### config.mk
export PLATFORM = sky130hd
export DESIGN_NAME = exec_unit
export DESIGN_NICKNAME = d
export VERILOG_FILES = /design/src/logic/exec_pkg.sv /design/src/logic/exec_fault_check.sv /design/src/logic/exec_unit.sv
export VERILOG_INCLUDE_DIRS = /design/src /design/src/logic
export SDC_FILE = /design/constraint.sdc
export NUM_CORES = 1
export LEC_CHECK = 0
export BUFFER_PORTS_ARGS = -buffer_cell sky130_fd_sc_hd__buf_2
export CORE_MARGIN = 1
export CORE_UTILIZATION = 50
export DETAILED_ROUTE_END_ITERATION = 8
export PLACE_DENSITY_LB_ADDON = 0.12
export SYNTH_ARGS = -nofsm -noshare
export SYNTH_HDL_FRONTEND = slang
export SYNTH_SLANG_ARGS = --single-unit
### constraint.sdc
create_clock -name clock -period 3.2 [get_ports clock]
set_clock_uncertainty 0.1 [all_clocks]
set_input_delay 0.32 -clock clock [delete_from_list [all_inputs] [get_ports clock]]
set_output_delay 0.32 -clock clock [all_outputs]
set_load 0.01 [all_outputs]
### src/logic/exec_cfg.svh
// constant macros for the single-operand execution unit
`ifndef EXEC_CFG_SVH
`define EXEC_CFG_SVH

// primary opcode bytes, modrm reg-field selectors and the no-operation length
`define OPC_GROUP_BYTE      8'hF6
`define OPC_GROUP_WIDE      8'hF7
`define OPC_NO_OPERATION    8'h90
`define REGSEL_INVERT       3'h2
`define REGSEL_NEGATE       3'h3
`define REGSEL_UMUL         3'h4
`define NOP_LENGTH          4'h1

// register port byte offsets
`define OFS_CTRL            4'h0
`define OFS_STATUS          4'h4
`define OFS_FLAGS           4'h8

// control register fields
`define CTRL_MODE_LSB       0
`define CTRL_MODE_MSB       1
`define CTRL_ALIGN_EN_BIT   2
`define CTRL_CPL_LSB        3
`define CTRL_CPL_MSB        4

// status register fields
`define STAT_KIND_LSB       0
`define STAT_KIND_MSB       2
`define STAT_UNKNOWN_BIT    3
`define STAT_COUNT_LSB      8
`define STAT_COUNT_MSB      15

// arithmetic flag positions inside the flag word
`define FLAG_CARRY          0
`define FLAG_PARITY         1
`define FLAG_AUX            2
`define FLAG_ZERO           3
`define FLAG_SIGN           4
`define FLAG_OVERFLOW       5
`define FLAG_WIDTH          6

// reset values and the user privilege level
`define FLAGS_RESET         6'h00
`define CPL_RESET           2'h0
`define ALIGN_EN_RESET      1'b0
`define USER_PRIVILEGE      2'h3

`endif

### src/logic/exec_pkg.sv
// types shared by the single-operand execution unit
package exec_pkg;
	typedef enum logic [1:0] {size_8, size_16, size_32} op_size_t;
	typedef enum logic [1:0] {mode_real, mode_protected, mode_v86} cpu_mode_t;
	typedef enum logic [2:0] {exc_none, exc_gp, exc_ss, exc_pf, exc_ac} exc_kind_t;
	typedef enum logic [2:0] {op_none, op_negate, op_invert, op_umul, op_nop} op_kind_t;
endpackage

### src/logic/exec_fault_check.sv
// memory-operand fault selection by operating mode
`timescale 1ns/100ps
`include "exec_cfg.svh"
module exec_fault_check
	import exec_pkg::*;
(
	// operating context
	input  wire cpu_mode_t mode,
	input  wire logic [1:0] current_privilege_level,
	input  wire logic       align_en,
	// operand description
	input  wire logic       is_mem,
	input  wire logic       is_write,
	input  wire logic       no_fault,
	// detected conditions from segment and paging units
	input  wire logic       seg_not_writable,
	input  wire logic       over_limit,
	input  wire logic       via_stack_seg,
	input  wire logic       null_selector,
	input  wire logic       xlate_fail,
	input  wire logic       unaligned,
	// selected fault
	output exc_kind_t       kind,
	output logic            has_code
);

	// priority: protection, stack limit, translation, alignment
	always_comb begin
		kind     = exc_none;
		has_code = 1'b0;
		if (is_mem && !no_fault) begin
			unique case (mode)
				mode_protected: begin
					if (is_write && seg_not_writable) begin
						kind = exc_gp;
					end else if (null_selector && !via_stack_seg) begin
						kind = exc_gp;
					end else if (over_limit && !via_stack_seg) begin
						kind = exc_gp;
					end else if (over_limit) begin
						kind = exc_ss;
					end else if (xlate_fail) begin
						kind = exc_pf;
					end else if (align_en && unaligned && current_privilege_level == `USER_PRIVILEGE) begin
						kind = exc_ac;
					end
					has_code = (kind != exc_none);
				end
				mode_real: begin
					// paging and alignment do not apply, no error code pushed
					if (over_limit) begin
						kind = via_stack_seg ? exc_ss : exc_gp;
					end
				end
				mode_v86: begin
					if (over_limit) begin
						kind = via_stack_seg ? exc_ss : exc_gp;
					end else if (xlate_fail) begin
						kind = exc_pf;
					end else if (align_en && unaligned) begin
						kind = exc_ac;
					end
					has_code = (kind != exc_none);
				end
			endcase
		end
	end

endmodule // exec_fault_check

### src/logic/exec_unit.sv
// negate / invert / no-operation execution datapath with fault checks
//
// Contract
// - negate is F6 or F7 with reg 3
// - negate writes two's complement to destination
// - negate carry clear only for zero operand
// - negate other arithmetic flags follow result
// - byte 90 only advances instruction pointer
// - no-operation is accumulator exchanged with itself
// - no-operation keeps flags, never faults
// - invert is F6 or F7 with reg 2
// - invert complements destination, flags kept
// - protected write to read-only segment faults
// - protected segment limit overrun faults, code zero
// - protected null data selector faults, code zero
// - stack limit overrun raises stack fault
// - failed translation raises page fault with code
// - protected unaligned at privilege 3 faults
// - real mode limit faults carry no code
// - virtual mode unaligned faults regardless privilege
// - unsigned multiply is F6 or F7 reg 4
// - multiply carry/overflow follow upper half zero
`timescale 1ns/100ps
`include "exec_cfg.svh"
module exec_unit
	import exec_pkg::*;
#(
	parameter int DATA_W = 32,
	parameter int PFC_W  = 32
) (
	// clock and reset
	input  wire logic              clock,
	input  wire logic              resetn,
	// register port
	input  wire logic [3:0]        reg_addr,
	input  wire logic [31:0]       reg_wdata,
	input  wire logic              reg_wr,
	input  wire logic              reg_rd,
	output logic      [31:0]       reg_rdata,
	// decoded instruction issue
	input  wire logic              issue,
	input  wire logic [7:0]        opcode,
	input  wire logic [2:0]        modrm_reg,
	input  wire op_size_t          op_size,
	input  wire logic              op_is_mem,
	input  wire logic [DATA_W-1:0] operand,
	input  wire logic              mul_upper_zero,
	// fault conditions for the memory operand
	input  wire logic              seg_not_writable,
	input  wire logic              over_limit,
	input  wire logic              via_stack_seg,
	input  wire logic              null_selector,
	input  wire logic              xlate_fail,
	input  wire logic [PFC_W-1:0]  xlate_code,
	input  wire logic              unaligned,
	// completion and write-back
	output logic                   done,
	output logic                   wb_valid,
	output logic                   wb_to_mem,
	output op_size_t               wb_size,
	output logic [DATA_W-1:0]      wb_data,
	output logic                   mul_start,
	output logic [3:0]             ip_advance,
	// arithmetic flags
	output logic [`FLAG_WIDTH-1:0] flags,
	// exception report
	output logic                   exc_valid,
	output exc_kind_t              exc_kind,
	output logic                   exc_has_code,
	output logic [PFC_W-1:0]       exc_code
);

	// width check: the size decode assumes a 32-bit datapath
	if (DATA_W != 32 || PFC_W < 1) begin : g_param_check
		$error("exec_unit: DATA_W must be 32 and PFC_W positive");
	end

	// architectural and control state
	logic [`FLAG_WIDTH-1:0] flags_ff;
	cpu_mode_t              mode_ff;
	logic                   align_en_ff;
	logic [1:0]             cpl_ff;
	exc_kind_t              last_kind_ff;
	logic                   unknown_ff;
	logic [7:0]             count_ff;
	logic [31:0]            rdata_ff;

	// output stage
	logic                   done_ff;
	logic                   wb_valid_ff;
	logic                   wb_mem_ff;
	op_size_t               wb_size_ff;
	logic [DATA_W-1:0]      wb_data_ff;
	logic                   mul_start_ff;
	logic [3:0]             ip_adv_ff;
	logic                   exc_valid_ff;
	exc_kind_t              exc_kind_ff;
	logic                   exc_code_en_ff;
	logic [PFC_W-1:0]       exc_code_ff;

	// decode
	op_kind_t               op;
	logic                   grp_byte;
	op_size_t               eff_size;
	exc_kind_t              fault_kind;
	logic                   fault_has_code;
	logic                   faulted;

	// datapath
	logic [DATA_W-1:0]      neg_res;
	logic [DATA_W-1:0]      inv_res;
	logic [DATA_W-1:0]      size_mask;
	logic [DATA_W-1:0]      sign_bit;
	logic [DATA_W-1:0]      nxt_result;
	logic [`FLAG_WIDTH-1:0] nxt_flags;

	// instruction decode from primary byte and reg field
	always_comb begin
		grp_byte = (opcode == `OPC_GROUP_BYTE);
		op       = op_none;
		if (opcode == `OPC_NO_OPERATION) begin
			op = op_nop;
		end else if (grp_byte || opcode == `OPC_GROUP_WIDE) begin
			if (modrm_reg == `REGSEL_NEGATE) begin
				op = op_negate;
			end else if (modrm_reg == `REGSEL_INVERT) begin
				op = op_invert;
			end else if (modrm_reg == `REGSEL_UMUL) begin
				op = op_umul;
			end
		end
		// F6 forces a byte operand; F7 takes the word or doubleword attribute
		eff_size = grp_byte ? size_8 : ((op_size == size_16) ? size_16 : size_32);
	end

	// operand width masks
	always_comb begin
		unique case (eff_size)
			size_8: begin
				size_mask = 32'h0000_00FF;
				sign_bit  = 32'h0000_0080;
			end
			size_16: begin
				size_mask = 32'h0000_FFFF;
				sign_bit  = 32'h0000_8000;
			end
			default: begin
				size_mask = 32'hFFFF_FFFF;
				sign_bit  = 32'h8000_0000;
			end
		endcase
	end

	// results, masked so upper bytes of narrow operands read zero
	assign neg_res = (32'h0000_0000 - operand) & size_mask;
	assign inv_res = (~operand) & size_mask;

	// memory-operand fault selection
	exec_fault_check u_fault (
		.mode             (mode_ff),
		.current_privilege_level              (cpl_ff),
		.align_en         (align_en_ff),
		.is_mem           (op_is_mem),
		.is_write         (op == op_negate || op == op_invert),
		.no_fault         (op == op_nop || op == op_none),
		.seg_not_writable (seg_not_writable),
		.over_limit       (over_limit),
		.via_stack_seg    (via_stack_seg),
		.null_selector    (null_selector),
		.xlate_fail       (xlate_fail),
		.unaligned        (unaligned),
		.kind             (fault_kind),
		.has_code         (fault_has_code)
	);
	assign faulted = (fault_kind != exc_none);

	// result and flag computation per operation
	always_comb begin
		nxt_result = 32'h0000_0000;
		nxt_flags  = flags_ff;
		unique case (op)
			op_negate: begin
				nxt_result                = neg_res;
				nxt_flags[`FLAG_CARRY]    = ((operand & size_mask) != 32'h0000_0000);
				nxt_flags[`FLAG_OVERFLOW] = ((operand & size_mask) == sign_bit);
				nxt_flags[`FLAG_SIGN]     = ((neg_res & sign_bit) != 32'h0000_0000);
				nxt_flags[`FLAG_ZERO]     = (neg_res == 32'h0000_0000);
				nxt_flags[`FLAG_AUX]      = (operand[3:0] != 4'h0);
				nxt_flags[`FLAG_PARITY]   = ~^neg_res[7:0];
			end
			op_invert: nxt_result = inv_res;
			op_umul: begin
				// sign, zero, aux and parity are undefined; they are left alone
				nxt_flags[`FLAG_CARRY]    = ~mul_upper_zero;
				nxt_flags[`FLAG_OVERFLOW] = ~mul_upper_zero;
			end
			// self-exchange of the accumulator moves nothing; unknown codes touch nothing
			op_nop, op_none: nxt_flags = flags_ff;
		endcase
	end

	// flag word: instructions update it unless faulted, software may overwrite
	always_ff @(posedge clock or negedge resetn) begin
		if (!resetn) begin
			flags_ff <= `FLAGS_RESET;
		end else if (issue && !faulted) begin
			flags_ff <= nxt_flags;
		end else if (reg_wr && reg_addr == `OFS_FLAGS) begin
			flags_ff <= reg_wdata[`FLAG_WIDTH-1:0];
		end
	end

	// operating context written by software
	always_ff @(posedge clock or negedge resetn) begin
		if (!resetn) begin
			mode_ff     <= mode_real;
			align_en_ff <= `ALIGN_EN_RESET;
			cpl_ff      <= `CPL_RESET;
		end else if (reg_wr && reg_addr == `OFS_CTRL) begin
			// an unused mode code is refused and the old mode kept
			if (reg_wdata[`CTRL_MODE_MSB:`CTRL_MODE_LSB] != 2'h3) begin
				mode_ff <= cpu_mode_t'(reg_wdata[`CTRL_MODE_MSB:`CTRL_MODE_LSB]);
			end
			align_en_ff <= reg_wdata[`CTRL_ALIGN_EN_BIT];
			cpl_ff      <= reg_wdata[`CTRL_CPL_MSB:`CTRL_CPL_LSB];
		end
	end

	// status: last fault, unknown opcode seen, fault count
	always_ff @(posedge clock or negedge resetn) begin
		if (!resetn) begin
			last_kind_ff <= exc_none;
			unknown_ff   <= 1'b0;
			count_ff     <= 8'h00;
		end else begin
			if (issue && faulted) begin
				last_kind_ff <= fault_kind;
				count_ff     <= count_ff + 8'h01;
			end else if (reg_wr && reg_addr == `OFS_STATUS) begin
				last_kind_ff <= exc_none;
				count_ff     <= 8'h00;
			end
			// a new unknown opcode wins over a clear in the same cycle
			if (issue && op == op_none) begin
				unknown_ff <= 1'b1;
			end else if (reg_wr && reg_addr == `OFS_STATUS) begin
				unknown_ff <= 1'b0;
			end
		end
	end

	// register read data, one cycle after the strobe
	always_ff @(posedge clock or negedge resetn) begin
		if (!resetn) begin
			rdata_ff <= 32'h0000_0000;
		end else if (reg_rd) begin
			rdata_ff <= 32'h0000_0000;
			unique case (reg_addr)
				`OFS_CTRL: begin
					rdata_ff[`CTRL_MODE_MSB:`CTRL_MODE_LSB] <= mode_ff;
					rdata_ff[`CTRL_ALIGN_EN_BIT]             <= align_en_ff;
					rdata_ff[`CTRL_CPL_MSB:`CTRL_CPL_LSB]    <= cpl_ff;
				end
				`OFS_STATUS: begin
					rdata_ff[`STAT_KIND_MSB:`STAT_KIND_LSB]   <= last_kind_ff;
					rdata_ff[`STAT_UNKNOWN_BIT]               <= unknown_ff;
					rdata_ff[`STAT_COUNT_MSB:`STAT_COUNT_LSB] <= count_ff;
				end
				`OFS_FLAGS: begin
					rdata_ff[`FLAG_WIDTH-1:0] <= flags_ff;
				end
				default: rdata_ff <= 32'h0000_0000; // unmapped reads zero
			endcase
		end else begin
			rdata_ff <= 32'h0000_0000;
		end
	end

	// completion and write-back stage
	always_ff @(posedge clock or negedge resetn) begin
		if (!resetn) begin
			done_ff      <= 1'b0;
			wb_valid_ff  <= 1'b0;
			wb_mem_ff    <= 1'b0;
			wb_size_ff   <= size_8;
			wb_data_ff   <= 32'h0000_0000;
			mul_start_ff <= 1'b0;
			ip_adv_ff    <= 4'h0;
		end else begin
			done_ff      <= issue;
			// a fault leaves the destination untouched
			wb_valid_ff  <= issue && !faulted && (op == op_negate || op == op_invert);
			mul_start_ff <= issue && !faulted && (op == op_umul);
			// the no-operation only steps past its own single byte
			ip_adv_ff    <= (issue && op == op_nop) ? `NOP_LENGTH : 4'h0;
			if (issue) begin
				wb_mem_ff  <= op_is_mem;
				wb_size_ff <= eff_size;
				wb_data_ff <= nxt_result;
			end
		end
	end

	// exception report stage
	always_ff @(posedge clock or negedge resetn) begin
		if (!resetn) begin
			exc_valid_ff   <= 1'b0;
			exc_kind_ff    <= exc_none;
			exc_code_en_ff <= 1'b0;
			exc_code_ff    <= '0;
		end else begin
			exc_valid_ff <= issue && faulted;
			if (issue) begin
				exc_kind_ff    <= fault_kind;
				exc_code_en_ff <= fault_has_code;
				// page faults carry the translation code, the rest code zero
				exc_code_ff    <= (fault_kind == exc_pf) ? xlate_code : '0;
			end
		end
	end

	// outputs
	assign reg_rdata    = rdata_ff;
	assign flags        = flags_ff;
	assign done         = done_ff;
	assign wb_valid     = wb_valid_ff;
	assign wb_to_mem    = wb_mem_ff;
	assign wb_size      = wb_size_ff;
	assign wb_data      = wb_data_ff;
	assign mul_start    = mul_start_ff;
	assign ip_advance   = ip_adv_ff;
	assign exc_valid    = exc_valid_ff;
	assign exc_kind     = exc_kind_ff;
	assign exc_has_code = exc_code_en_ff;
	assign exc_code     = exc_code_ff;

endmodule // exec_unit

=== After elaboration in Yosys (flattened, before gate mapping) ===
Cells that the tools add are included.

* Flip-flop bits (word level): 131
* Output and inout port bits: 117
* Word-level logic and storage cells: 136

* Add/sub/neg operators: 2
* Equality and inequality tests: 22
* Mux-type cells: 47
* Bitwise logic cells: 6
* Reductions and logical operators: 39

{| class="wikitable"
|+ Operator list
! cell !! count
|-
| 32-bit one-hot mux with 2 select lines || 3
|-
| 32-bit AND || 4
|-
| 32-bit nonzero test || 2
|-
| 3-bit two-way mux || 20
|-
| 32-bit == test || 1
|-
| 32-bit zero test || 1
|-
| 32-bit two-way mux || 1
|-
| 32-bit NOT || 1
|-
| 1-bit by 32-bit subtractor with 32-bit output, first input constant || 1
|-
| 8-bit == test, second input constant || 3
|-
| 8-bit two-way mux || 3
|-
| 16-bit two-way mux || 1
|-
| 3-bit by 2-bit == test with 1-bit output, second input constant || 5
|-
| 1-bit logical AND || 15
|-
| 6-bit two-way mux || 2
|-
| 4-bit one-hot mux with 3 select lines || 1
|-
| 2-bit two-way mux || 5
|-
| 3-bit one-hot mux with 3 select lines || 1
|-
| 3-bit nonzero test || 3
|-
| 8-bit by 1-bit adder with 8-bit output, second input constant || 1
|-
| 1-bit one-hot mux with 2 select lines || 4
|-
| 8-bit XNOR reduction || 1
|-
| 2-bit by 1-bit == test with 1-bit output, second input constant || 3
|-
| 3-bit == test, second input constant || 2
|-
| other kinds (17) || 32
|}

=== Depth between registers and ports, before layout ===
* Depth in word-level cells: 19
* Depth in mapped cells: 12
* Gate-level depth less buffers: 12

=== Modules after synthesis ===
A second synthesis with hierarchy kept.

* Cells, all modules: 636
* Area total of the unflattened synthesis: 6163.4 um^2

{| class="wikitable"
|+ By module, submodules not included
! module !! instances !! cells an instance !! area each (um^2)
|-
| exec_unit || 1 || 607 || 5974.5
|-
| exec_fault_check || 1 || 29 || 188.9
|}

=== Worst setup path before layout ===
Ideal clock, no wire load.

* Path kind: input-to-reg
* From: input operand[0]
* To: register flags_ff[3] (netlist: flags[3])
* Library setup time: 0.077 ns
* Arrival time: 2.405 ns
* Data required time: 3.023 ns
* Setup slack: 0.619 ns
* Stages on the path: 9
* Path buffers: 0
* Cells stage by stage: inv_1 ha_1 or4b_1 nor4_4 and2_1 mux2_2 a22oi_1 o2111ai_1 o21ai_1

* Longest elaborated chain between the ends: 5

{| class="wikitable"
|+ RTL lines
! item !! RTL line !! RTL
|-
| start: declaration || exec_unit.sv:46 || <nowiki>input wire logic [DATA_W-1:0] operand,</nowiki>
|-
| 1-bit by 32-bit subtractor with 32-bit output || exec_unit.sv:155 || <nowiki>assign neg_res = (32'h0000_0000 - operand) & size_mask;</nowiki>
|-
| 32-bit AND || exec_unit.sv:155 ||
|-
| 32-bit zero test || exec_unit.sv:187 || <nowiki>nxt_flags[`FLAG_ZERO] = (neg_res == 32'h0000_0000);</nowiki>
|-
| 4-bit two-way mux || exec_unit.sv:181 || <nowiki>unique case (op)</nowiki>
|-
| 6-bit two-way mux || exec_unit.sv:206 || <nowiki>end else if (issue && !faulted) begin</nowiki>
|-
| end signal: assignment || exec_unit.sv:205 || <nowiki>flags_ff <= `FLAGS_RESET;</nowiki>
|-
| end signal: assignment || exec_unit.sv:207 || <nowiki>flags_ff <= nxt_flags;</nowiki>
|-
| end signal: assignment || exec_unit.sv:209 || <nowiki>flags_ff <= reg_wdata[`FLAG_WIDTH-1:0];</nowiki>
|-
| end: declaration || exec_unit.sv:79 || <nowiki>logic [`FLAG_WIDTH-1:0] flags_ff;</nowiki>
|}

Every way passes these cells. The select of a mux whose other input is x is not followed.
A chain may end at the register's enable or synchronous reset.

=== Final worst setup path ===
* From: register mode_ff[0]
* To: register count_ff[2]

* Longest elaborated chain between the ends: 6
* Elaborated cells between the ends (all ways): 9
* Those cells by class: eq/ne (2); mux (3); reduce/logical (4)

{| class="wikitable"
|+ RTL lines
! item !! RTL line !! RTL
|-
| start: declaration || exec_unit.sv:80 || <nowiki>cpu_mode_t mode_ff;</nowiki>
|-
| start signal: assignment || exec_unit.sv:216 || <nowiki>mode_ff <= mode_real;</nowiki>
|-
| start signal: assignment || exec_unit.sv:222 || <nowiki>mode_ff <= cpu_mode_t'(reg_wdata[`CTRL_MODE_MSB:`CTRL_MODE_LSB]);</nowiki>
|-
| 2-bit == test (tied with other cells) || exec_fault_check.sv:32 || <nowiki>unique case (mode)</nowiki>
|-
| 3-bit one-hot mux with 3 select lines (*) || exec_fault_check.sv:32 ||
|-
| 3-bit two-way mux (*) || exec_fault_check.sv:31 || <nowiki>if (is_mem && !no_fault) begin</nowiki>
|-
| 3-bit nonzero test (*) || exec_unit.sv:175 || <nowiki>assign faulted = (fault_kind != exc_none);</nowiki>
|-
| 1-bit logical AND (*) || exec_unit.sv:236 || <nowiki>if (issue && faulted) begin</nowiki>
|-
| 8-bit two-way mux or 2-bit nonzero test (tied branches) || -- ||
|-
| end signal: assignment || exec_unit.sv:238 || <nowiki>count_ff <= count_ff + 8'h01;</nowiki>
|-
| end: declaration || exec_unit.sv:85 || <nowiki>logic [7:0] count_ff;</nowiki>
|}

Every way passes the cells marked *; elsewhere a longest branch is shown, timed or not.

==> results.cfg <==
[floorplanning]
rows = 40
die_w_um = 114.0
dieArea_sq_um = 12990
start_util_pct = 51.78
ios = 243
die_h_um = 114.0
core_area_sq_um = 12110

[hold_path]
holdCritStartpoint = xlate_code[23]
min_path_type = in2reg
hold_end = exc_code[23]
hold_depth = 2

[cts]
cts_resized = 0
clkLatencyLatePin_ps = 420
clk_pin_slew_ps = 50
clockRootBuffer = clkbuf_16
clockBufferDepth = 2
cts_tree = built
clkSinkCount = 113
cts_buffers = 17
htree_levels = 4

[final_layout]
synthToLayoutAreaGrowth_pct = 27.37
postLayoutCellArea_sq_um = 7988
most-common-layout-cells = buf_2 (194), dfrtp_1 (113), nor2_1 (56)
nFillCells = 1022
final_common_cell = buf_2
diodes = 0
postLayoutCoreUtil_pct = 65.95
drive_above_1_share_pct = 30.70
layout.nets = 969

[worst_setup_path]
cp_data_arrival_time_ps = 3020
cp_cell_sequence = inv_1 -> ha_1 -> o2111ai_1 -> or3_1 -> a311o_1 -> and2_1 -> o21ai_0 -> o21ai_0
cp_slowest_cell = a311o_1
cp-end-kind = register
cp_common_cell = o21ai_0
rr_worst_depth = 8
reg2reg_from = mode_ff[0]
startpoint = mode_ff[0]
cpPeakStageDelay_ps = 530
timing.rr.end = count_ff[2]
worstPathRequired_ps = 3390
crit_type = reg2reg
reg2reg_slack_ps = 370
worst-path-max-fanout = 12
cp-start-kind = register

[grt]
gr-total-overflow = 0
antenna_found_initial = 1
track_usage_pct = 27.07
first_global_vias = 5378
grt_max_degree = 70
grt_pass1_wl_mm = 27.14

[timing]
finalSetupViolations = 0
fmax_mhz = 353.4
min_period_over_period_pct = 88.43
period_minus_slack_ps = 2830
drv_slew = 0
worstMarginPinSlew_ps = 734.1
slew_headroom_pct = 50.96
postLayoutSetupSlackWorst_ps = 370.3
tns_ps = 0
rsz0062_at_grt = no
hold_viol = 0

[synth]
ys_ff_latch = 113
ys_seq_area_share_pct = 45.09
ys_types = 65
synth_area_sq_um = 6271
synth_flop_cell = dfrtp_1
synthArstFlopShare_pct = 100.0
yosys_warnings = 0
syn_inst = 644
syn_avg_cell_area_sq_um = 9.738
yosys.area.top_type_share_pct = 45.09
yosys-top-cells-area = dfrtp_1 (45%), a22o_1 (4.9%), o2bb2ai_1 (4.2%)
yosys.area.top_type = dfrtp_1
synth_edf_count = 0

[route]
firstDrtPassIters = 5
ant_nets = 0
wl_mm = 17.33
vias = 5682
drt-vias-per-instance = 5.598
drtIter0Drc = 299
wire_per_inst_um = 17.08
drc = 0

[placement]
pre_cts_ws_ps = 279.7
post_dp_cell_area_sq_um = 7327
dpl.hpwl_mm = 12.84
numPortBuffers = 195
place_congestion = 0.8819

[pwr]
power.leakage_uw = 0.003947
peakVddDrop_v = 0.0003980
pwr_density_cell_nw_per_um2 = 508.4

[status]
status = finished clean

[run]
cap_violations = 0
## state kept, by name (all words and copies together), names as in the netlist
register	cells
reg_rdata	14
count_ff	8
exc_valid	1
ip_advance	1
mul_start	1
wb_to_mem	1
last_kind_ff	3
exc_kind	3
wb_size	2
unknown_ff	1
align_en_ff	1
mode_ff	2
cpl_ff	2
exc_has_code	1
wb_data	32
exc_code	32
flags	6
wb_valid	1
done	1
## area by class of cell
cell class	instances	area, sq um	area share (%)
clock buffers	22	474.2	5.937
inverters	16	60.06	0.7519
well taps	168	210.2	2.632
clock inverters	9	176.4	2.209
flip-flops and latches	113	2828	35.40
multi-input cells	478	3141	39.32
repair buffers	209	1099	13.75
## worst max path at each step
stage / end / slack (ps) / cells past startpoint
CTS: count_ff[2] / 400 / 8
floorplan: flags[3] / 620 / 9
global placement: flags[3] / 370 / 10
detailed placement: flags[1] / 280 / 12
finish: count_ff[2] / 370 / 8
global route: count_ff[4] / 140 / 8
## layer usage
| layer | wire length (um) | track usage (%) |
|---|---|---|
| met1 | 7365 | 34.14 |
| met3 | 935 | 6.429 |
| met5 | 13 | 0 |
| met2 | 8751 | 45.49 |
| met4 | 267 | 9.437 |
## cell families (layout without fill, tap and decap cells)
kind of cell / after synthesis / in the layout / synth area share (%)
multiplexers: 16 / 16 / 2.734
AO/OA/AOI/OAI: 146 / 146 / 17.68
other: 1 / 21 / 0.05980
AND/OR/NAND/NOR: 243 / 243 / 20.63
adder cells (fa/ha/maj): 8 / 8 / 1.596
flip-flops: 113 / 113 / 45.09
buffers and inverters: 73 / 256 / 6.065
XOR/XNOR: 44 / 44 / 6.145
## critical path, delay by kind of cell (launching register included)
kind	cells	cell delay (ps)
AOI/OAI and AO/OA	4	1020
adders and majority gates	1	320
buffers and inverters	1	100
DFF	1	420
and+or+nand+nor	2	750
## power breakdown
group	internal, uW	total, uW	switching [uW]
logic	185	460	275
clock network	1440	2090	650
registers	1470	1510	43.7
## cells in the mapped netlist (all sizes together) (8+ instances only)
library cell / n
nor2: 57
buf: 28
inv: 15
nor2b: 8
o21ai: 25
xor2: 20
dfrtp: 113
and2: 14
nand2: 52
ha: 8
or3: 12
o2bb2ai: 30
clkbuf: 29
xnor2: 24
nand3: 22
nand4: 8
a22o: 35
a21oi: 13
or4: 9
mux2: 9
nor3: 23
nor4: 10
## repair_timing
item	4_1_cts	5_1_grt
buffers inserted	0	0
hold buffers	1	0
endpoints found under the setup margin	0	0
hold endpoints to repair	51	0
## metrics by stage
step / std cells / power (uW) / hold slack, ps
final: 1015 / 4061 / 19.41
after global routing: 1015 / 4195 / 9.585
after CTS: 1015 / 4092 / 4.363
after detailed placement: 983 / 1996 / 299.5
after global placement: 983 / 1983 / 282.1
after floorplan: 664 / 1804 / -75.59
No activity file was read; power rests on OpenSTA's default activity.
